--- config.mk ---
export PLATFORM = sky130hd
export DESIGN_NAME = comparator_output_control
export DESIGN_NICKNAME = d
export VERILOG_FILES = /design/src/comparator_pkg.sv /design/src/cmp_sync_if.sv /design/src/cmp_sync_edge.sv /design/src/comparator_output_control.sv
export SDC_FILE = /design/constraint.sdc
export NUM_CORES = 1
export LEC_CHECK = 0
export BUFFER_PORTS_ARGS = -buffer_cell sky130_fd_sc_hd__buf_2
export CORE_MARGIN = 2
export CORE_UTILIZATION = 44
export CTS_CLUSTER_DIAMETER = 30
export CTS_CLUSTER_SIZE = 14
export DETAILED_ROUTE_END_ITERATION = 8
export PLACE_DENSITY = 0.8
export SETUP_SLACK_MARGIN = 0.3
export SKIP_LAST_GASP = 1
export SYNTH_ARGS = -nofsm -noshare
export SYNTH_HDL_FRONTEND = slang
export SYNTH_SLANG_ARGS = --single-unit
export TNS_END_PERCENT = 1
--- constraint.sdc ---
create_clock -name clk -period 1.5 [get_ports clk]
set_input_delay 0.075 -clock clk [delete_from_list [all_inputs] [get_ports clk]]
set_output_delay 0.075 -clock clk [all_outputs]
set_load 0.01 [all_outputs]
--- src/comparator_pkg.sv ---
// Purpose: Shared constants and types for the comparator output control block.
// Assumes: 32-bit APB data, one aligned word per register.
// Notes:   Field positions follow the control/status word layout.

package comparator_pkg;

	// -------------------------------------------------------------------
	// Register offsets
	// -------------------------------------------------------------------
	localparam logic [11:0] CS_OFFSET         = 12'h000;
	localparam logic [11:0] INT_STATUS_OFFSET = 12'h004;
	localparam logic [11:0] INT_CLEAR_OFFSET  = 12'h008;
	localparam logic [11:0] INT_ENABLE_OFFSET = 12'h00c;

	// -------------------------------------------------------------------
	// Control/status field positions and values
	// -------------------------------------------------------------------
	localparam int          LOCK_BIT        = 31;
	localparam int          STATE_BIT       = 30;
	localparam int          SCALER_EN_BIT   = 23;
	localparam int          BRIDGE_EN_BIT   = 22;
	localparam int          BLANK_LSB       = 18;
	localparam int          HYST_LSB        = 16;
	localparam int          POLARITY_BIT    = 15;
	localparam int          OUT_SEL_LSB     = 13;
	localparam int          PLUS_SEL_LSB    = 10;
	localparam int          MINUS_SEL_LSB   = 7;
	localparam int          MINUS_EXT_LSB   = 4;
	localparam int          SPEED_LSB       = 2;
	localparam int          ENABLE_BIT      = 0;
	localparam logic [31:0] CS_WRITE_MASK   = 32'h80dffffd;
	localparam logic [31:0] CS_RESET        = 32'h00000000;

	// -------------------------------------------------------------------
	// Field codes
	// -------------------------------------------------------------------
	localparam logic [2:0]  BLANK_NONE      = 3'h0;
	localparam logic [2:0]  BLANK_SRC_A     = 3'h1;
	localparam logic [2:0]  BLANK_SRC_B     = 3'h2;
	localparam logic [2:0]  BLANK_SRC_C     = 3'h3;
	localparam logic [1:0]  OUT_SEL_FIRST   = 2'h1;
	localparam logic [1:0]  OUT_SEL_SECOND  = 2'h2;

	// -------------------------------------------------------------------
	// Interrupt registers
	// -------------------------------------------------------------------
	localparam int          INT_WIDTH       = 2;
	localparam int          INT_RISE_BIT    = 0;
	localparam int          INT_FALL_BIT    = 1;
	localparam logic [1:0]  INT_RESET       = 2'h0;

	// -------------------------------------------------------------------
	// Timing
	// -------------------------------------------------------------------
	localparam int          SYNC_DELAY      = 2;

	typedef enum logic [1:0] {
		SPEED_FASTEST = 2'b00,
		SPEED_MEDIUM  = 2'b01,
		SPEED_LOW     = 2'b10,
		SPEED_SLOWEST = 2'b11
	} speed_t;

endpackage

--- src/cmp_sync_if.sv ---
// Purpose: Carries the raw comparator level into the synchroniser and its results back.
// Assumes: One clock domain on the user side.
// Notes:   Rise and fall are one-cycle pulses.

`timescale 1ns/1ps

interface cmp_sync_if;
	logic rawLevel;
	logic syncLevel;
	logic rise;
	logic fall;

	modport sync_side (input rawLevel, output syncLevel, output rise, output fall);
	modport user_side (output rawLevel, input syncLevel, input rise, input fall);
endinterface

--- src/cmp_sync_edge.sv ---
// Purpose: Two-flop synchroniser with edge detection for the comparator level.
// Assumes: Raw level is asynchronous to clk.
// Notes:   Edges are taken from the second stage only.

`timescale 1ns/1ps

module cmp_sync_edge (
	// Clock and reset
	input  wire logic clk,
	input  wire logic rst_n,
	// Level and edges
	cmp_sync_if.sync_side sif
);

	logic stage1;
	logic stage2;
	logic previous;
	logic next_stage1;
	logic next_stage2;
	logic next_previous;

	// -------------------------------------------------------------------
	// Synchroniser
	// -------------------------------------------------------------------
	// The first stage feeds only the second stage, to keep metastability contained.
	always_comb begin
		next_stage1   = sif.rawLevel;
		next_stage2   = stage1;
		next_previous = stage2;
	end

	always_ff @(posedge clk or negedge rst_n) begin
		if (!rst_n) begin
			stage1   <= 1'b0;
			stage2   <= 1'b0;
			previous <= 1'b0;
		end else begin
			stage1   <= next_stage1;
			stage2   <= next_stage2;
			previous <= next_previous;
		end
	end

	assign sif.syncLevel = stage2;
	assign sif.rise      = stage2 & ~previous;
	assign sif.fall      = ~stage2 & previous;

	// -------------------------------------------------------------------
	// Checks
	// -------------------------------------------------------------------
	a_sync_two_flop: assert property (@(posedge clk) disable iff (!rst_n)
		$past(rst_n, 3) |-> sif.syncLevel == $past(sif.rawLevel, 2))
		else $error("Synchronised level does not follow raw level after two cycles.");

	a_sync_edge_once: assert property (@(posedge clk) disable iff (!rst_n)
		sif.rise |=> !sif.rise)
		else $error("Rise pulse lasted more than one cycle.");

endmodule

--- src/comparator_output_control.sv ---
// Purpose: Register file and output conditioning around an analog comparator.
// Assumes: APB master per the usual protocol; comparator output arrives asynchronously.
// Notes:   Output path from comparator to pins is combinational and needs no clock.

`timescale 1ns/1ps

module comparator_output_control (
	// Clock and resets
	input  wire  logic                  clk,
	input  wire  logic                  rst_n,
	input  wire  logic                  periphReset,
	input  wire  logic                  periphClockEnable,
	// APB slave
	input  wire  logic [11:0]           paddr,
	input  wire  logic                  psel,
	input  wire  logic                  penable,
	input  wire  logic                  pwrite,
	input  wire  logic [31:0]           pwdata,
	output logic       [31:0]           prdata,
	output logic                        pready,
	output logic                        pslverr,
	// Analog core
	input  wire  logic                  comparatorRaw,
	output logic                        compEnable,
	output comparator_pkg::speed_t      speedPower,
	output logic       [1:0]            hysteresisLevel,
	output logic       [2:0]            plusInputSelect,
	output logic       [2:0]            minusInputSelect,
	output logic       [2:0]            minusExtraSelect,
	output logic                        referenceOutputEnable,
	output logic                        dividerBridgeEnable,
	// Blanking sources
	input  wire  logic                  blankSourceA,
	input  wire  logic                  blankSourceB,
	input  wire  logic                  blankSourceC,
	// Conditioned output consumers
	output logic                        outputPin,
	output logic                        extInterruptLine,
	output logic                        triggerSelectorOut,
	output logic                        timerTriggerOut,
	output logic                        firstTimerCapture,
	output logic                        secondTimerCapture,
	// Interrupt
	output logic                        irq
);

	logic [31:0]                            controlStatus;
	logic [31:0]                            next_controlStatus;
	logic [comparator_pkg::INT_WIDTH-1:0]   intStatus;
	logic [comparator_pkg::INT_WIDTH-1:0]   next_intStatus;
	logic [comparator_pkg::INT_WIDTH-1:0]   intEnable;
	logic [comparator_pkg::INT_WIDTH-1:0]   next_intEnable;
	logic [comparator_pkg::INT_WIDTH-1:0]   intEvents;
	logic [comparator_pkg::INT_WIDTH-1:0]   intClear;
	logic                                   busActive;
	logic                                   writeStrobe;
	logic                                   mapped;
	logic                                   locked;
	logic [2:0]                             blankSelect;
	logic                                   blankSignal;
	logic                                   blankedOutput;
	logic                                   finalOutput;
	logic [1:0]                             outSelect;

	cmp_sync_if syncBus ();

	// -------------------------------------------------------------------
	// Synchroniser for the status bit and edge events
	// -------------------------------------------------------------------
	assign syncBus.rawLevel = comparatorRaw;

	cmp_sync_edge syncEdge (
		.clk   (clk),
		.rst_n (rst_n),
		.sif   (syncBus.sync_side)
	);

	// -------------------------------------------------------------------
	// APB decode
	// -------------------------------------------------------------------
	// Gating by the private enable models the block's own clock gate without stopping clk.
	assign busActive   = psel & periphClockEnable;
	assign writeStrobe = busActive & penable & pwrite;
	assign pready      = 1'b1;
	assign locked      = controlStatus[comparator_pkg::LOCK_BIT];

	always_comb begin
		mapped = (paddr == comparator_pkg::CS_OFFSET) ||
			(paddr == comparator_pkg::INT_STATUS_OFFSET) ||
			(paddr == comparator_pkg::INT_CLEAR_OFFSET) ||
			(paddr == comparator_pkg::INT_ENABLE_OFFSET);
	end

	assign pslverr = psel & penable & ~mapped;

	always_comb begin
		prdata = 32'h00000000;
		if (busActive && !pwrite) begin
			case (paddr)
				comparator_pkg::CS_OFFSET: begin
					prdata = controlStatus;
					prdata[comparator_pkg::STATE_BIT] = syncBus.syncLevel;
				end
				comparator_pkg::INT_STATUS_OFFSET: begin
					prdata[comparator_pkg::INT_WIDTH-1:0] = intStatus;
				end
				comparator_pkg::INT_ENABLE_OFFSET: begin
					prdata[comparator_pkg::INT_WIDTH-1:0] = intEnable;
				end
				default: begin
					prdata = 32'h00000000;
				end
			endcase
		end
	end

	// -------------------------------------------------------------------
	// Control/status register
	// -------------------------------------------------------------------
	always_comb begin
		next_controlStatus = controlStatus;
		if (periphReset) begin
			next_controlStatus = comparator_pkg::CS_RESET;
		end else if (writeStrobe && paddr == comparator_pkg::CS_OFFSET && !locked) begin
			next_controlStatus = pwdata & comparator_pkg::CS_WRITE_MASK;
		end
	end

	always_ff @(posedge clk or negedge rst_n) begin
		if (!rst_n) begin
			controlStatus <= comparator_pkg::CS_RESET;
		end else begin
			controlStatus <= next_controlStatus;
		end
	end

	// -------------------------------------------------------------------
	// Analog controls
	// -------------------------------------------------------------------
	assign compEnable            = controlStatus[comparator_pkg::ENABLE_BIT];
	assign speedPower            = comparator_pkg::speed_t'(controlStatus[comparator_pkg::SPEED_LSB +: 2]);
	assign hysteresisLevel       = controlStatus[comparator_pkg::HYST_LSB +: 2];
	assign plusInputSelect       = controlStatus[comparator_pkg::PLUS_SEL_LSB +: 3];
	assign minusInputSelect      = controlStatus[comparator_pkg::MINUS_SEL_LSB +: 3];
	assign minusExtraSelect      = controlStatus[comparator_pkg::MINUS_EXT_LSB +: 3];
	assign referenceOutputEnable = controlStatus[comparator_pkg::SCALER_EN_BIT];
	assign dividerBridgeEnable   = controlStatus[comparator_pkg::BRIDGE_EN_BIT];

	// -------------------------------------------------------------------
	// Output conditioning
	// -------------------------------------------------------------------
	// No flop sits on this path, so the pin keeps working while the bus clock is stopped.
	assign blankSelect = controlStatus[comparator_pkg::BLANK_LSB +: 3];
	assign outSelect   = controlStatus[comparator_pkg::OUT_SEL_LSB +: 2];

	always_comb begin
		case (blankSelect)
			comparator_pkg::BLANK_SRC_A: blankSignal = blankSourceA;
			comparator_pkg::BLANK_SRC_B: blankSignal = blankSourceB;
			comparator_pkg::BLANK_SRC_C: blankSignal = blankSourceC;
			default:                     blankSignal = 1'b0;
		endcase
	end

	assign blankedOutput      = comparatorRaw & ~blankSignal;
	assign finalOutput        = blankedOutput ^ controlStatus[comparator_pkg::POLARITY_BIT];
	assign outputPin          = finalOutput;
	assign extInterruptLine   = finalOutput;
	assign triggerSelectorOut = finalOutput;
	assign timerTriggerOut    = finalOutput;
	assign firstTimerCapture  = finalOutput & (outSelect == comparator_pkg::OUT_SEL_FIRST);
	assign secondTimerCapture = finalOutput & (outSelect == comparator_pkg::OUT_SEL_SECOND);

	// -------------------------------------------------------------------
	// Interrupt status, clear and enable
	// -------------------------------------------------------------------
	always_comb begin
		intEvents = '0;
		intEvents[comparator_pkg::INT_RISE_BIT] = syncBus.rise;
		intEvents[comparator_pkg::INT_FALL_BIT] = syncBus.fall;
		intClear = '0;
		if (writeStrobe && paddr == comparator_pkg::INT_CLEAR_OFFSET) begin
			intClear = pwdata[comparator_pkg::INT_WIDTH-1:0];
		end
	end

	// A new edge in the clearing cycle survives, since the set term is applied last.
	always_comb begin
		next_intStatus = (intStatus & ~intClear) | intEvents;
		next_intEnable = intEnable;
		if (writeStrobe && paddr == comparator_pkg::INT_ENABLE_OFFSET) begin
			next_intEnable = pwdata[comparator_pkg::INT_WIDTH-1:0];
		end
		if (periphReset) begin
			next_intStatus = comparator_pkg::INT_RESET;
			next_intEnable = comparator_pkg::INT_RESET;
		end
	end

	always_ff @(posedge clk or negedge rst_n) begin
		if (!rst_n) begin
			intStatus <= comparator_pkg::INT_RESET;
			intEnable <= comparator_pkg::INT_RESET;
		end else begin
			intStatus <= next_intStatus;
			intEnable <= next_intEnable;
		end
	end

	assign irq = |(intStatus & intEnable);

	// -------------------------------------------------------------------
	// Checks
	// -------------------------------------------------------------------
	a_lock_freezes_cs: assert property (@(posedge clk) disable iff (!rst_n)
		(locked && !periphReset) |=> $stable(controlStatus))
		else $error("Control word changed while locked.");

	a_cs_write_lands: assert property (@(posedge clk) disable iff (!rst_n)
		(writeStrobe && paddr == comparator_pkg::CS_OFFSET && !locked && !periphReset)
		|=> controlStatus == ($past(pwdata) & comparator_pkg::CS_WRITE_MASK))
		else $error("Unlocked write did not land in the control word.");

	a_gated_no_write: assert property (@(posedge clk) disable iff (!rst_n)
		(!periphClockEnable && !periphReset) |=> $stable(controlStatus) && $stable(intEnable))
		else $error("Register changed while access was disabled.");

	a_blank_and_pol: assert property (@(posedge clk) disable iff (!rst_n)
		outputPin == ((comparatorRaw & ~blankSignal) ^ controlStatus[comparator_pkg::POLARITY_BIT]))
		else $error("Pin output does not match blanked and polarised raw output.");

	a_reserved_no_blank: assert property (@(posedge clk) disable iff (!rst_n)
		(blankSelect[2] || blankSelect == comparator_pkg::BLANK_NONE)
		|-> outputPin == (comparatorRaw ^ controlStatus[comparator_pkg::POLARITY_BIT]))
		else $error("Blanking applied with an idle or reserved code.");

	a_polarity_invert: assert property (@(posedge clk) disable iff (!rst_n)
		(controlStatus[comparator_pkg::POLARITY_BIT] && blankSignal == 1'b0) |-> outputPin != comparatorRaw)
		else $error("Polarity one did not invert the output.");

	a_all_sinks_same: assert property (@(posedge clk) disable iff (!rst_n)
		extInterruptLine == outputPin && triggerSelectorOut == outputPin && timerTriggerOut == outputPin)
		else $error("Output consumers disagree.");

	a_capture_route: assert property (@(posedge clk) disable iff (!rst_n)
		firstTimerCapture == (outputPin && outSelect == comparator_pkg::OUT_SEL_FIRST) &&
		secondTimerCapture == (outputPin && outSelect == comparator_pkg::OUT_SEL_SECOND))
		else $error("Capture routing does not follow the output select field.");

	a_status_reads_sync: assert property (@(posedge clk) disable iff (!rst_n)
		(busActive && !pwrite && paddr == comparator_pkg::CS_OFFSET)
		|-> prdata[comparator_pkg::STATE_BIT] == syncBus.syncLevel)
		else $error("Status bit does not show the synchronised output.");

	a_rise_sets_flag: assert property (@(posedge clk) disable iff (!rst_n)
		(syncBus.rise && !periphReset) |=> intStatus[comparator_pkg::INT_RISE_BIT])
		else $error("Rising edge did not set its status flag.");

	a_speed_field: assert property (@(posedge clk) disable iff (!rst_n)
		speedPower == controlStatus[comparator_pkg::SPEED_LSB +: 2])
		else $error("Speed output does not match the control field.");

	a_fall_sets_flag: assert property (@(posedge clk) disable iff (!rst_n)
		(syncBus.fall && !periphReset) |=> intStatus[comparator_pkg::INT_FALL_BIT])
		else $error("Falling edge did not set its status flag.");

	a_clear_drops_flag: assert property (@(posedge clk) disable iff (!rst_n)
		(intClear[comparator_pkg::INT_RISE_BIT] && !intEvents[comparator_pkg::INT_RISE_BIT])
		|=> !intStatus[comparator_pkg::INT_RISE_BIT])
		else $error("Writing one to the clear register left the rise flag set.");

	a_private_reset: assert property (@(posedge clk) disable iff (!rst_n)
		periphReset |=> controlStatus == comparator_pkg::CS_RESET && intEnable == comparator_pkg::INT_RESET)
		else $error("Private reset did not clear the registers.");

	a_state_not_stored: assert property (@(posedge clk) disable iff (!rst_n)
		controlStatus[comparator_pkg::STATE_BIT] == 1'b0)
		else $error("Read-only state bit was stored in the control word.");

	a_irq_level: assert property (@(posedge clk) disable iff (!rst_n)
		(|(intEvents & intEnable) && !periphReset && !writeStrobe) |=> irq)
		else $error("Enabled event did not raise the interrupt output.");

	c_lock_set: cover property (@(posedge clk) disable iff (!rst_n) $rose(locked));
	c_blank_active: cover property (@(posedge clk) disable iff (!rst_n)
		comparatorRaw && blankSignal && blankSelect != comparator_pkg::BLANK_NONE);
	c_irq_raised: cover property (@(posedge clk) disable iff (!rst_n) $rose(irq));
	c_clear_with_event: cover property (@(posedge clk) disable iff (!rst_n) |(intClear & intEvents));
	c_locked_write: cover property (@(posedge clk) disable iff (!rst_n)
		writeStrobe && locked && paddr == comparator_pkg::CS_OFFSET);

endmodule

After elaboration in Yosys (flattened, before gate mapping)
Index checks and enable logic that the tools add are counted.
{"block": "word_totals", "ff_bits": 39, "in_bits": 55}
{"block": "op_classes", "eq_ne": 8, "n_mux": 10, "n_bitwise": 19, "reduce_logical": 14}
{"op": "32-bit 2-to-1 mux", "n": 3}
{"op": "30-bit 2-to-1 mux", "n": 1}
{"op": "12-bit by 4-bit equality test with 1-bit output, second input constant", "n": 2}
{"op": "12-bit by 3-bit equality test with 1-bit output, second input constant", "n": 1}
{"op": "12-bit zero test", "n": 1}
{"op": "1-bit bitwise AND", "n": 10}
{"op": "2-bit 2-to-1 mux", "n": 4}
{"op": "3-bit by 2-bit equality test with 1-bit output, second input constant", "n": 2}
{"op": "2-bit one-hot mux with 3 select lines", "n": 1}
{"op": "1-bit logical AND", "n": 5}
{"op": "2-bit bitwise AND", "n": 2}
{"op": "1-bit inverter", "n": 4}
{"op": "2-bit nonzero test", "n": 2}
{"op": "3-bit by 1-bit equality test with 1-bit output, second input constant", "n": 1}
{"op": "1-bit logical OR", "n": 3}
{"op": "1-bit one-hot mux with 3 select lines", "n": 1}
{"op": "2-bit by 1-bit equality test with 1-bit output, second input constant", "n": 1}
{"op": "2-bit equality test, second input constant", "n": 1}
{"op": "1-bit zero test", "n": 2}
{"op": "2-bit inverter", "n": 1}
{"op": "2-bit OR", "n": 1}
{"op": "2-bit OR reduction", "n": 1}
{"op": "1-bit XOR", "n": 1}

Depth between registers and ports, before layout
{"block": "depth", "word_depth": 9, "depth_mapped": 7, "mapped_depth_nobuf": 4}

Hierarchy
Synthesis repeated with hierarchy kept, for this count alone.
{"block": "unflattened", "cells_unflattened": 208, "area_unflattened_um2": 1844.3}
{"mod": "comparator_output_control", "instances": 1, "cells_each": 203, "area_per_inst_um2": 1754.2}
{"mod": "cmp_sync_edge", "instances": 1, "cells_each": 5, "area_per_inst_um2": 90.1}

Worst setup path before layout
Ideal clock, no wire load.
{"block": "synth_path", "path_type": "register to output", "startpoint": "reg controlStatus[18]", "endpoint": "out outputPin", "t_arrival_ns": 1.289, "t_required_ns": 1.425, "path_slack_ns": 0.136, "path_stages_with_launch": 6, "path_cell_list": "dfrtp_1 > mux2i_1 > o311ai_1 > xor2_1 > inv_1 > buf_4"}
{"block": "synth_via", "elab_chain_cells": 5}
{"item": "from (decl)", "line_no": "comparator_output_control.sv:47", "source": "logic [31:0] controlStatus;"}
{"item": "from (signal assigned)", "line_no": "comparator_output_control.sv:131", "source": "controlStatus <= comparator_pkg::CS_RESET;"}
{"item": "from (signal assigned)", "line_no": "comparator_output_control.sv:133", "source": "controlStatus <= next_controlStatus;"}
{"item": "3-bit by 2-bit equality test with 1-bit output or 3-bit by 1-bit equality test with 1-bit output (tied branches)", "line_no": "comparator_output_control.sv:157", "source": "case (blankSelect)"}
{"item": "1-bit one-hot mux with 3 select lines *", "line_no": "comparator_output_control.sv:157"}
{"item": "1-bit inverter *", "line_no": "comparator_output_control.sv:165", "source": "assign blankedOutput = comparatorRaw & ~blankSignal;"}
{"item": "1-bit bitwise AND *", "line_no": "comparator_output_control.sv:165"}
{"item": "1-bit XOR *", "line_no": "comparator_output_control.sv:166", "source": "assign finalOutput = blankedOutput ^ controlStatus[comparator_pkg::POLARITY_BIT];"}
{"item": "to (decl)", "line_no": "comparator_output_control.sv:37", "source": "output logic outputPin,"}
Mark *: on every way between the ends. The rest lies on a longest branch, timed or not.

Worst setup path in the final report
{"block": "layout_path", "startpoint": "reg controlStatus[18]", "endpoint": "out secondTimerCapture"}
{"block": "layout_via", "elab_chain_cells": 6}
{"item": "3-bit by 2-bit equality test with 1-bit output or 3-bit by 1-bit equality test with 1-bit output (tied branches)", "line_no": "comparator_output_control.sv:157"}
{"item": "1-bit one-hot mux with 3 select lines *", "line_no": "comparator_output_control.sv:157"}
{"item": "1-bit inverter *", "line_no": "comparator_output_control.sv:165"}
{"item": "1-bit bitwise AND *", "line_no": "comparator_output_control.sv:165"}
{"item": "1-bit XOR *", "line_no": "comparator_output_control.sv:166"}
{"item": "1-bit bitwise AND *", "line_no": "comparator_output_control.sv:172", "source": "assign secondTimerCapture = finalOutput & (outSelect == comparator_pkg::OUT_SEL_SECOND);"}
{"item": "to (decl)", "line_no": "comparator_output_control.sv:42", "source": "output logic secondTimerCapture,"}
Marks and branches as above.

==> results_dict.tcl <==
set metrics [dict create \
    numCtsBuffers 5 \
    rsz0062_at_grt "yes" \
    cts_tree "built" \
    endpoint_kind "primary output" \
    ir_worst_vdd_uv 449.8 \
    start_util_pct 45.25 \
    violations "negative setup slack" \
    place_inst 332 \
    max_freq_ghz 0.5718 \
    syn_area_per_cell_um2 9.318 \
    yosys_warnings 0 \
    drive_gt1_share_pct 43.10 \
    r2r_start "controlStatus[31]" \
    ios 112 \
    slew_viol_final 0 \
    postCtsSetupBuffers 0 \
    drc 0 \
    dieWidth_um 70.69 \
    clk_pin_slew_ns 0.07 \
    r2r_slack_ns 0.42 \
    tns_ns -1.395 \
    path_cells "mux2i_1 > o311ai_2 > xor2_2 > nor3b_2 > buf_2" \
    globalplace.congestion 0.7984 \
    clock_latency_ns 0.28 \
    areaGrowthSynthToFinish_pct 26.79 \
    slowest_stage "dfrtp_1" \
    grt.overflow.total 0 \
    grt_use_total_pct 19.23 \
    hpwl_um 3455 \
    worstRegToRegCells 3 \
    p_sw_share_pct 23.73 \
    io_buffers 95 \
    core_area_um2 4324 \
    fp.dieH_um 70.69 \
    fin_crit_ns 1.749 \
    critical_path_class "reg2out" \
    post-route-period-util_pct 116.6 \
    finalNetCount 344 \
    fin_ws_ns -0.2490 \
    htree_levels 2 \
    p_comb_share_pct 9.2 \
    synth_edf_count 0 \
    grt_start_max_net_pins 36 \
    grt_first_pass_wirelength_um 7734 \
    via_count 1779 \
    routedWlPerCell_um 13.98 \
    status "finished, violations left" \
    cts.sinks 30 \
    layout_commonest_cell "buf_2" \
    cpPeakStageDelay_ns 0.39 \
    synth_seq_area_share_pct 38.36 \
    clock_skew_ns 0.004286 \
    min_path_type "in2reg" \
    max_slew_margin_pct 53.80 \
    worst_hold_slack_ns 0.04061 \
    hp-start "pwdata[31]" \
    syn_area_um2 1957 \
    cp.arrival_ns 1.67 \
    setup_viol 6 \
    p_per_area_nw_per_um2 728.3 \
    cts_buffer_depth 2 \
    clockRootBuffer "clkbuf_8" \
    cp_max_fo 3 \
    yosysUniqueCellTypes 35 \
    ys.flop_type "dfrtp_1" \
    pwr-share-clk_pct 45.4 \
    hold_depth 3 \
    worst_pin_slew_ns 0.6929 \
    firstDrtPassIters 4 \
    synth_seq_cells 30 \
    r2r-end "controlStatus[4]" \
    p_leak_nw 1.213 \
    rows 24 \
    cap_violations 0 \
    antenna_cells 0 \
    synthesis.instances 210 \
    vias_per_cell 5.202 \
    p_seq_share_pct 45.5 \
    stdcell_count 342 \
    p_int_w 0.001378 \
    switching_power_w 0.0004289 \
    ant_nets 0 \
    utilization_pct 57.38 \
    hold-path-endpoint "controlStatus[31]" \
    drtIter0Drc 80 \
    die_area_um2 4997 \
    start_kind "flop" \
    cp.required_ns 1.42 \
    routed_wl_um 4782 \
    synth-async-reset-ratio_pct 100.0 \
    grt_pass1_vias 1681 \
    hold_viol_final 0 \
    final_cell_mix "buf_2, dfrtp_1, a21oi_1" \
    antenna_found_initial 0 \
]
## synthesized netlist by cell type (3+ instances only)
master | instances | area [µm²]
nand4_1 | 3 | 18.77
nand4b_1 | 22 | 192.7
nor2_1 | 3 | 11.26
and2_1 | 24 | 150.1
dfrtp_1 | 30 | 750.7
a21oi_1 | 26 | 130.1
nand3_1 | 3 | 15.01
nor4_4 | 3 | 63.81
o21ai_1 | 24 | 120.1
buf_6 | 4 | 45.04
clkbuf_1 | 11 | 41.29
buf_4 | 25 | 187.7
## worst max-delay path: cells and delay by family (launching register included)
family	cells	cell delay [ns]
xor+xnor	1	0.17
buf+inv	1	0.15
simple gates	1	0.18
flops	1	0.39
compound gates	1	0.37
mux	1	0.13
## state kept, by name, indices dropped and copies added (netlist names)
| name | flops |
|---|---|
| controlStatus | 23 |
| intEnable | 2 |
| intStatus | 2 |
| syncEdge.next_stage2 | 1 |
| syncEdge.previous | 1 |
| syncEdge.sif.syncLevel | 1 |
## what timing repair did
item,in CTS,in global routing
hold endpoints to repair,31,0
hold buffers,2,0
resized for setup,1,3
setup endpoints to repair,32,44
pin swaps,0,2
## per-layer routing
metal  GRT usage, %  part of all wire [%]  vias to the layer above
li1               -                     -                      875
met1          23.32                    41                      828
met2          33.23                    50                       71
met3          4.843                   7.0                        5
met4          6.709                   1.3                        0
met5              0                     0                        -
## cells by family after synthesis
kind of cell    after synthesis  share of synthesized area [%]
buf+inv                      45                          15.09
simple gates                 73                          29.22
compound gates               56                          14.90
mux                           3                          1.598
other cells                   2                         0.3838
xor+xnor                      1                         0.4477
flops                        30                          38.36
## power by group through the flow
stage	clock network (W)	logic [W]	registers [W]
final	0.000820	0.000166	0.000821
after global routing	0.000882	0.000183	0.000821
after detailed placement	0	0.000160	0.000836
after CTS	0.000843	0.000166	0.000821
after global placement	0	0.000158	0.000836
after floorplan	0	0.0000828	0.000835
## layout make-up
class,count,area (µm²)
Fill cell,400,1843
Timing Repair Buffer,109,585.6
Sequential cell,30,750.7
Clock buffer,5,68.82
Inverter,2,7.507
Clock inverter,3,45.04
Multi-Input combinational cell,141,958.4
Tap cell,52,65.06
## metrics by stage
step                      setup WS (ns)  total power [W]  cell area [µm²]
after floorplan                  0.1512        0.0009181             1979
after global placement          0.01997        0.0009939             2322
after detailed placement       -0.01172        0.0009966             2322
after CTS                       -0.2487         0.001830             2464
after global routing            -0.3317         0.001886             2481
final                           -0.2490         0.001807             2481
## worst max-delay path by stage
stage / from / end / slack [ns] / depth (start not counted)
3_3_place_gp: paddr[1] / prdata[9] / 0.02 / 7
4_1_cts: controlStatus[18] / secondTimerCapture / -0.25 / 6
6_report: controlStatus[18] / secondTimerCapture / -0.25 / 5
3_5_place_dp: paddr[1] / prdata[17] / -0.01 / 7
2_1_floorplan: controlStatus[18] / outputPin / 0.15 / 5
5_1_grt: controlStatus[18] / secondTimerCapture / -0.33 / 5
Note: power is estimated with default switching activity, not from simulation.
